$ cat config.mk
export PLATFORM = sky130hd
export DESIGN_NAME = capm_pin_mux
export DESIGN_NICKNAME = d
export VERILOG_FILES = /design/src/rtl/capm_pin_mux.v
export VERILOG_INCLUDE_DIRS = /design/src /design/src/rtl
export SDC_FILE = /design/constraint.sdc
export NUM_CORES = 1
export LEC_CHECK = 0
export ABC_AREA = 1
export BUFFER_PORTS_ARGS = -buffer_cell sky130_fd_sc_hd__clkbuf_2
export CAP_MARGIN = 30
export CORE_ASPECT_RATIO = 0.8
export CORE_MARGIN = 3
export CORE_UTILIZATION = 59
export CTS_CLUSTER_DIAMETER = 200
export DETAILED_ROUTE_END_ITERATION = 10
export PLACE_DENSITY = 0.88
export RECOVER_POWER = 25
export SLEW_MARGIN = 25
export SYNTH_ARGS = -nofsm -noshare
export SYNTH_HDL_FRONTEND = slang
export SYNTH_SLANG_ARGS = --single-unit
$ cat constraint.sdc
create_clock -name clk -period 8.3 [get_ports clk]
set_clock_uncertainty 0.2 [all_clocks]
set_input_delay 2.075 -clock clk [delete_from_list [all_inputs] [get_ports clk]]
set_output_delay 2.075 -clock clk [all_outputs]
set_load 0.02 [all_outputs]
$ cat src/rtl/capm_defs.vh
`ifndef CAPM_DEFS_VH
`define CAPM_DEFS_VH
// register offsets (word index on the plain port)
`define CAPM_OFF_CLKSEL    4'h0
`define CAPM_OFF_BUSCTL    4'h1
`define CAPM_OFF_PA_PER    4'h2
`define CAPM_OFF_PA_DDR    4'h3
`define CAPM_OFF_PA_DOUT   4'h4
`define CAPM_OFF_PA_PUR    4'h5
`define CAPM_OFF_PA_DIN    4'h6
`define CAPM_OFF_PB_PER    4'h7
`define CAPM_OFF_PB_DDR    4'h8
`define CAPM_OFF_PB_DOUT   4'h9
`define CAPM_OFF_PB_PUR    4'hA
`define CAPM_OFF_PB_DIN    4'hB
`define CAPM_OFF_STATUS    4'hC
// clock select codes
`define CAPM_CLK_OFF       3'h0
`define CAPM_CLK_MASTER    3'h1
`define CAPM_CLK_PERIPH    3'h2
`define CAPM_CLK_OSC       3'h3
`define CAPM_CLK_PRESCALE  3'h4
`define CAPM_CLK_POSTSCALE 3'h5
// field positions
`define CAPM_BUSCTL_DRV    0
`define CAPM_CLKSEL_PB4    3
// reset values
`define CAPM_RST_CLKSEL    4'h0
`define CAPM_RST_BUSCTL    1'h1
`define CAPM_RST_PA_PER    6'h3F
`define CAPM_RST_PA_DDR    6'h00
`define CAPM_RST_PA_PUR    6'h3F
`define CAPM_RST_PB_PER    5'h00
`define CAPM_RST_PB_DDR    5'h00
`define CAPM_RST_PB_PUR    5'h1F
`endif

$ cat src/rtl/capm_pin_mux.v
`timescale 1ns/1ns
// Contract
// - clock pin drives buffered clock chosen by select register, or nothing; select codes 6 and 7 drive it low instead
// - port A address lines float when bus idle if drive bit clear
// - port B address lines float when bus idle if drive bit clear
// - port A shared pins default to address function after reset
// - each port A pin independently input or output
// - clearing port A pull-up bit disables that pin's pull-up
// - port B pins reset as inputs with pull-ups, not address
// - each port B pin independently input or output
// - clearing port B pull-up bit n disables pull-up on pin n
// - peripheral enable hands pin to alternate function; on port B pin 4 the select register picks address or prescaler clock
`include "capm_defs.vh"
module capm_pin_mux (
  input  wire        clk,
  input  wire        rst,
  input  wire [3:0]  addr,
  input  wire [15:0] wdata,
  input  wire        wr,
  input  wire        rd,
  output reg  [15:0] rdata,
  input  wire        master_system_clock,
  input  wire        peripheral_bus_clock,
  input  wire        osc_clock,
  input  wire        prescaler_clock,
  input  wire        postscaler_clock,
  input  wire        ext_bus_active,
  input  wire [5:0]  addr_group_one,
  input  wire [3:0]  addr_group_two,
  output reg         clock_out_pin,
  output reg         clock_out_oe,
  output reg  [5:0]  port_a_out,
  output reg  [5:0]  port_a_oe,
  output reg  [5:0]  port_a_pullup,
  input  wire [5:0]  port_a_in,
  output reg  [4:0]  port_b_out,
  output reg  [4:0]  port_b_oe,
  output reg  [4:0]  port_b_pullup,
  input  wire [4:0]  port_b_in
);
  reg  [3:0]  clock_out_select_reg;
  reg         bus_drive_control_bit;
  reg  [5:0]  pa_per;
  reg  [5:0]  pa_ddr;
  reg  [5:0]  pa_dout;
  reg  [5:0]  port_a_pullup_reg;
  reg  [4:0]  port_b_peripheral_enable_reg;
  reg  [4:0]  pb_ddr;
  reg  [4:0]  pb_dout;
  reg  [4:0]  port_b_pullup_reg;
  reg  [5:0]  pa_s1;
  reg  [5:0]  pa_s2;
  reg  [5:0]  pa_s3;
  reg  [5:0]  pa_val;
  reg  [4:0]  pb_s1;
  reg  [4:0]  pb_s2;
  reg  [4:0]  pb_s3;
  reg  [4:0]  pb_val;
  reg         next_clk;
  reg         addr_drive;
  reg  [5:0]  next_pa_out;
  reg  [5:0]  next_pa_oe;
  reg  [4:0]  next_pb_out;
  reg  [4:0]  next_pb_oe;
  reg  [15:0] next_rdata;
  integer     i;

  // register writes
  always @(posedge clk or posedge rst) begin
    if (rst) begin
      clock_out_select_reg         <= `CAPM_RST_CLKSEL;
      bus_drive_control_bit        <= `CAPM_RST_BUSCTL;
      pa_per                       <= `CAPM_RST_PA_PER;
      pa_ddr                       <= `CAPM_RST_PA_DDR;
      pa_dout                      <= 6'h00;
      port_a_pullup_reg            <= `CAPM_RST_PA_PUR;
      port_b_peripheral_enable_reg <= `CAPM_RST_PB_PER;
      pb_ddr                       <= `CAPM_RST_PB_DDR;
      pb_dout                      <= 5'h00;
      port_b_pullup_reg            <= `CAPM_RST_PB_PUR;
    end else if (wr) begin
      if (addr == `CAPM_OFF_CLKSEL) begin
        clock_out_select_reg <= wdata[3:0];
      end else if (addr == `CAPM_OFF_BUSCTL) begin
        bus_drive_control_bit <= wdata[`CAPM_BUSCTL_DRV];
      end else if (addr == `CAPM_OFF_PA_PER) begin
        pa_per <= wdata[5:0];
      end else if (addr == `CAPM_OFF_PA_DDR) begin
        pa_ddr <= wdata[5:0];
      end else if (addr == `CAPM_OFF_PA_DOUT) begin
        pa_dout <= wdata[5:0];
      end else if (addr == `CAPM_OFF_PA_PUR) begin
        port_a_pullup_reg <= wdata[5:0];
      end else if (addr == `CAPM_OFF_PB_PER) begin
        port_b_peripheral_enable_reg <= wdata[4:0];
      end else if (addr == `CAPM_OFF_PB_DDR) begin
        pb_ddr <= wdata[4:0];
      end else if (addr == `CAPM_OFF_PB_DOUT) begin
        pb_dout <= wdata[4:0];
      end else if (addr == `CAPM_OFF_PB_PUR) begin
        port_b_pullup_reg <= wdata[4:0];
      end
    end
  end

  // pin input synchronisers, change taken when stages two and three agree
  always @(posedge clk or posedge rst) begin
    if (rst) begin
      pa_s1  <= 6'h00;
      pa_s2  <= 6'h00;
      pa_s3  <= 6'h00;
      pa_val <= 6'h00;
      pb_s1  <= 5'h00;
      pb_s2  <= 5'h00;
      pb_s3  <= 5'h00;
      pb_val <= 5'h00;
    end else begin
      pa_s1 <= port_a_in;
      pa_s2 <= pa_s1;
      pa_s3 <= pa_s2;
      pb_s1 <= port_b_in;
      pb_s2 <= pb_s1;
      pb_s3 <= pb_s2;
      for (i = 0; i < 6; i = i + 1) begin
        if (pa_s2[i] == pa_s3[i]) begin
          pa_val[i] <= pa_s3[i];
        end
      end
      for (i = 0; i < 5; i = i + 1) begin
        if (pb_s2[i] == pb_s3[i]) begin
          pb_val[i] <= pb_s3[i];
        end
      end
    end
  end

  // clock source choice
  always @* begin
    case (clock_out_select_reg[2:0])
      `CAPM_CLK_MASTER:    next_clk = master_system_clock;
      `CAPM_CLK_PERIPH:    next_clk = peripheral_bus_clock;
      `CAPM_CLK_OSC:       next_clk = osc_clock;
      `CAPM_CLK_PRESCALE:  next_clk = prescaler_clock;
      `CAPM_CLK_POSTSCALE: next_clk = postscaler_clock;
      default:             next_clk = 1'b0;
    endcase
  end

  // address lines float when the bus is idle and drive bit is clear
  always @* begin
    addr_drive = ext_bus_active | bus_drive_control_bit;
  end

  // pad muxing: address function takes the pin away from gpio
  always @* begin
    next_pa_out      = (pa_per & addr_group_one) | (~pa_per & pa_dout);
    next_pa_oe       = (pa_per & {6{addr_drive}}) | (~pa_per & pa_ddr);
    next_pb_out[3:0] = (port_b_peripheral_enable_reg[3:0] & addr_group_two)
                     | (~port_b_peripheral_enable_reg[3:0] & pb_dout[3:0]);
    next_pb_oe[3:0]  = (port_b_peripheral_enable_reg[3:0] & {4{addr_drive}})
                     | (~port_b_peripheral_enable_reg[3:0] & pb_ddr[3:0]);
    // pin 4: address or prescaler clock, picked by the select register
    if (port_b_peripheral_enable_reg[4]) begin
      if (clock_out_select_reg[`CAPM_CLKSEL_PB4]) begin
        next_pb_out[4] = prescaler_clock;
        next_pb_oe[4]  = 1'b1;
      end else begin
        next_pb_out[4] = 1'b0;
        next_pb_oe[4]  = addr_drive;
      end
    end else begin
      next_pb_out[4] = pb_dout[4];
      next_pb_oe[4]  = pb_ddr[4];
    end
  end

  // read mux
  always @* begin
    next_rdata = 16'h0000;
    if (addr == `CAPM_OFF_CLKSEL) begin
      next_rdata = {12'h000, clock_out_select_reg};
    end else if (addr == `CAPM_OFF_BUSCTL) begin
      next_rdata = {15'h0000, bus_drive_control_bit};
    end else if (addr == `CAPM_OFF_PA_PER) begin
      next_rdata = {10'h000, pa_per};
    end else if (addr == `CAPM_OFF_PA_DDR) begin
      next_rdata = {10'h000, pa_ddr};
    end else if (addr == `CAPM_OFF_PA_DOUT) begin
      next_rdata = {10'h000, pa_dout};
    end else if (addr == `CAPM_OFF_PA_PUR) begin
      next_rdata = {10'h000, port_a_pullup_reg};
    end else if (addr == `CAPM_OFF_PA_DIN) begin
      next_rdata = {10'h000, pa_val};
    end else if (addr == `CAPM_OFF_PB_PER) begin
      next_rdata = {11'h000, port_b_peripheral_enable_reg};
    end else if (addr == `CAPM_OFF_PB_DDR) begin
      next_rdata = {11'h000, pb_ddr};
    end else if (addr == `CAPM_OFF_PB_DOUT) begin
      next_rdata = {11'h000, pb_dout};
    end else if (addr == `CAPM_OFF_PB_PUR) begin
      next_rdata = {11'h000, port_b_pullup_reg};
    end else if (addr == `CAPM_OFF_PB_DIN) begin
      next_rdata = {11'h000, pb_val};
    end else if (addr == `CAPM_OFF_STATUS) begin
      next_rdata = {14'h0000, clock_out_oe, addr_drive};
    end
  end

  // registered outputs
  always @(posedge clk or posedge rst) begin
    if (rst) begin
      rdata         <= 16'h0000;
      clock_out_pin <= 1'b0;
      clock_out_oe  <= 1'b0;
      port_a_out    <= 6'h00;
      port_a_oe     <= 6'h00;
      port_a_pullup <= `CAPM_RST_PA_PUR;
      port_b_out    <= 5'h00;
      port_b_oe     <= 5'h00;
      port_b_pullup <= `CAPM_RST_PB_PUR;
    end else begin
      rdata         <= rd ? next_rdata : 16'h0000;
      clock_out_pin <= next_clk;
      clock_out_oe  <= (clock_out_select_reg[2:0] != `CAPM_CLK_OFF);
      port_a_out    <= next_pa_out;
      port_a_oe     <= next_pa_oe;
      port_a_pullup <= port_a_pullup_reg & ~next_pa_oe;
      port_b_out    <= next_pb_out;
      port_b_oe     <= next_pb_oe;
      port_b_pullup <= port_b_pullup_reg & ~next_pb_oe;
    end
  end
endmodule

After elaboration in Yosys (flattened, before gate mapping)
Index checks and enable logic that the tools add are counted.
{"block": "totals", "elab_cells": 123, "reg_bits": 144, "out_inout_bits": 51}
{"block": "classes", "n_eq_ne": 28, "mux": 19, "n_reduce_logical": 12, "bitwise_logic": 28}
{"operator": "$mux W6", "count": 7}
{"operator": "$and A6 B6 Y6", "count": 5}
{"operator": "$mux W5", "count": 5}
{"operator": "$eq A4 B4 Y1 const B", "count": 5}
{"operator": "$and A4 B4 Y4", "count": 4}
{"operator": "$eq A4 B3 Y1 const B", "count": 4}
{"operator": "$mux W16", "count": 1}
{"operator": "$not A6 Y6", "count": 2}
{"operator": "$or A6 B6 Y6", "count": 2}
{"operator": "$eq A1 B1 Y1", "count": 11}
{"operator": "$reduce_and A11 Y1", "count": 1}
{"operator": "$reduce_and A10 Y1", "count": 1}
{"operator": "$not A1 Y1", "count": 9}
{"operator": "$reduce_and A9 Y1", "count": 1}
{"operator": "$eq A4 B2 Y1 const B", "count": 2}
{"operator": "$or A4 B4 Y4", "count": 2}
{"operator": "$reduce_and A8 Y1", "count": 1}
{"operator": "$reduce_and A7 Y1", "count": 1}
{"operator": "$eq A3 B2 Y1 const B", "count": 2}
{"operator": "$eq A3 B3 Y1 const B", "count": 2}
{"operator": "$reduce_and A6 Y1", "count": 1}
{"operator": "$and A5 B5 Y5", "count": 1}
{"operator": "$not A5 Y5", "count": 1}
{"operator": "$pmux W1 S5", "count": 1}
{"operator": "other kinds (12)", "count": 15}

Depth between registers and ports, before layout
{"block": "depth", "depth_word": 15, "mapped_depth": 13, "depth_no_buf": 13}

Worst setup path after synthesis
Ideal clock, no wire load.
{"block": "synth_timing", "path_kind": "input -> register", "start": "input addr[3]", "end": "register pa_ddr[0]", "t_arrival_ns": 2.976, "path_stages": 8, "path_slack_ns": 4.993, "cell_sequence": "nor2_2 inv_1 nor2_1 buf_4 nand2_1 clkbuf_1 nand2_1 o21ai_0"}
{"block": "synth_via", "elab_chain_len": 3, "elab_cells_between_ends": 8, "cone_classes": "eq/ne (3); bitwise (3); reduce/logical (2)"}
{"element": "start: declaration", "line": "capm_pin_mux.v:17", "text": "input wire [3:0] addr,"}
{"element": "$eq A4 B2 Y1 (no line), or another cell as far along"}
{"element": "$not A1 Y1 (no line)"}
{"element": "$reduce_and A5 Y1 (no line) (*)"}
{"element": "end signal: assignment", "line": "capm_pin_mux.v:74", "text": "pa_ddr <= `CAPM_RST_PA_DDR;"}
{"element": "end signal: assignment", "line": "capm_pin_mux.v:89", "text": "pa_ddr <= wdata[5:0];"}
{"element": "end: declaration", "line": "capm_pin_mux.v:44", "text": "reg [5:0] pa_ddr;"}
Every way passes the cells marked *; elsewhere a longest branch is shown, timed or not.
A chain may end at the register's enable or synchronous reset.

Final worst setup path
{"block": "layout_timing", "start": "input addr[3]", "end": "register pa_ddr[4]"}
The elaborated chain is that of the path after synthesis.

==> flow_summary.ini <==
[floorplan]
start_util_pct = 63.2
io_pins = 102
fp.dieH_um = 90
die_area_sq_um = 9990
coreArea_sq_um = 8240
placementRows = 29
die_width_um = 111

[clock_network]
post-cts-setup-buffers = 0
clock_sinks = 134
cts_max_path_buffers = 2
clock_latency_ns = 0.53
hold_buffers = 0
cts_tree = yes
path_clk_slew_ns = 0.06
cts_inserted_buffers = 17
htree_levels = 4
cts_root_buf = clkbuf_8
cts-resized-gates = 0

[sta]
finalMaxSlewViolations = 37
hold_viol = 0
clock.fmax_mhz = 268
relSlewSlack_pct = -10.3
period_needed_ns = 3.73
fin_crit_sh_pct = 44.9
tightest_slew_ns = 1.64
rsz0062_at_grt = false
finalSetupTns_ns = 0
setup_viol_count_final = 0

[synth]
ys_types = 27
synth_top_area_share_pct = 50.5
ys_top_cells_by_count = nand2_1 (139), dfrtp_1 (105), o21ai_0 (72)
synth_edf_count = 0
synth_area_sq_um = 5200
avgSynthCellArea_sq_um = 9.91
synth_cells = 525
yosysTopAreaCell = dfrtp_1
async_flop_share_pct = 100
yosysSeqAreaShare_pct = 65.1
ys.flop_type = dfrtp_1
post-synth-top-count-cell = nand2_1
synth_area_leaders = dfrtp_1 (50%), dfstp_2 (15%), nand2_1 (10%)
yosys_warnings = 0
ys_seq_elements = 134

[power_and_ir_drop]
power.clock.fraction_pct = 37.1
swShare_pct = 28.9
comb_power_share_pct = 15.8
seq_power_share_pct = 47.0
p_per_area_nw_per_um2 = 291
ir_worst_vdd_v = 0.000254
p_leak_nw = 3.09
intPower_w = 0.00129
p_sw_w = 0.000525

[run_status]
outcome = finished with violations
violations = max-capacitance violations, max-slew violations

[final_layout]
seq_area_sq_um = 3390
largest_reg_flops = 12
layout-drive-gt1-share_pct = 24.1
multi_input_area_sq_um = 1520
fill_cells = 559
fin_util_pct = 75.8
nets = 670
area_growth_pct = 20.0
diodes = 0

[route]
vias = 3982
drc = 0
wl_per_cell_um = 17.0
ant_nets = 0
wirelength_um = 12600
via_per_inst = 5.38
firstDrtPassIters = 5
dr.first_iter.drc_count = 323

[global_routing]
grt_use_total_pct = 27.0
grt_overflow = 0
grt_antenna_before_repair = 0
grt_start_max_net_pins = 52
grt_pass1_vias = 4124
grt_pass1_wl_um = 20800

[worst_setup_path]
ff2ff_setup_slack_ns = 6.52
end_kind = flip-flop
start_kind = input port
crit_type = in2reg
slowest_stage = nor2_1
r2r-end = port_a_pullup[2]$_DFF_PP1_
r2r_cells = 4
worstPathRequired_ns = 8.53
crit_chain = clkbuf_2 > nor2_2 > inv_1 > nor2_1 > nand2_1 > o21ai_0
critical_path.max_stage_delay_ns = 0.63
crit_fanout = 12
crit_arrival_ns = 3.96
reg2reg_from = bus_drive_control_bit$_DFFE_PP1P_

[placement]
dp_hpwl_um = 8660
gp_congestion = 0.947
io_buffers = 81

[run]
maxCapViolations = 1

[hold_path]
hold_path_depth = 0
min_from = pa_s1[4]$_DFF_PP0_
hold_class = reg2reg
min_to = pa_s2[4]$_DFF_PP0_
[layout by cell type, fill, tap and decap left out, drive strengths merged, types with 5 or more instances in the layout]
cell	netlist	final
nand2	139	139
dfstp	29	29
maj3	11	11
nor2	39	39
dfrtp	105	105
clkinv	0	7
o21ai	72	72
inv	60	59
conb	1	10
clkbuf	5	104
a21oi	15	15
mux2	5	5
nand3	14	14
[how the worst max path moves through the flow]
| stage | startpoint | endpoint | slack (ns) | depth (start not counted) |
|---|---|---|---|---|
| 2_1_floorplan | rst | clock_out_oe$_DFF_PP0_ | 2.49 | 1 |
| 3_3_place_gp | addr[3] | pa_ddr[4]$_DFFE_PP0P_ | 4.23 | 7 |
| 3_5_place_dp | addr[3] | pa_ddr[1]$_DFFE_PP0P_ | 4.17 | 6 |
| 4_1_cts | addr[3] | pa_ddr[1]$_DFFE_PP0P_ | 4.65 | 7 |
| 5_1_grt | rst | port_b_peripheral_enable_reg[3]$_DFFE_PP0P_ | 4.32 | 4 |
| 6_report | addr[3] | pa_ddr[4]$_DFFE_PP0P_ | 4.57 | 6 |
[stage by stage]
stage	setup slack, ns	hold WS [ns]	area (sq um)	cells	power (W)
floorplan	2.49	0.131	5240	534	0.00104
global placement	4.23	0.133	5680	707	0.00113
detailed placement	4.17	0.136	5710	708	0.00115
CTS	4.65	0.149	6250	740	0.00182
global route	4.32	0.154	6240	740	0.00190
finish	4.57	0.150	6240	740	0.00182
[power groups by stage]
stage | Sequential (W) | Combinational [W] | Clock, W
floorplan | 0.000904 | 0.000131 | 0
global placement | 0.000854 | 0.000274 | 0
detailed placement | 0.000860 | 0.000285 | 0
CTS | 0.000852 | 0.000290 | 0.000681
global route | 0.000868 | 0.000320 | 0.000716
finish | 0.000854 | 0.000288 | 0.000674
[routing by layer]
layer	part of all wire [%]	track usage, %	up-vias
li1	-	-	1854
met1	43	35.8	1915
met2	47	42.0	180
met3	7.0	7.92	33
met4	3.0	11.3	0
met5	0	0	-
[area by class of cell]
type | count | area share, %
Clock buffer | 23 | 7.32
Clock inverter | 9 | 1.28
Inverter | 60 | 3.63
Multi-Input combinational cell | 323 | 24.3
Sequential cell | 134 | 54.3
Tap cell | 108 | 2.16
Timing Repair Buffer | 83 | 7.02
[worst max-delay path: cells and delay by family]
family	cells	cell delay [ns]
and+or+nand+nor	3	1.31
AOI/OAI and AO/OA	1	0.32
buffers and inverters	2	0.25
[logic make-up after synthesis]
kind of cell	Yosys count	share of synthesized area, %
flip-flops	134	65.1
multiplexers	5	1.08
AND/OR/NAND/NOR	199	15.3
buffers and inverters	77	6.37
adder cells (fa/ha/maj)	11	2.12
other	1	0.0721
AO/OA/AOI/OAI	98	9.93
(Power assumes the default switching activity.)
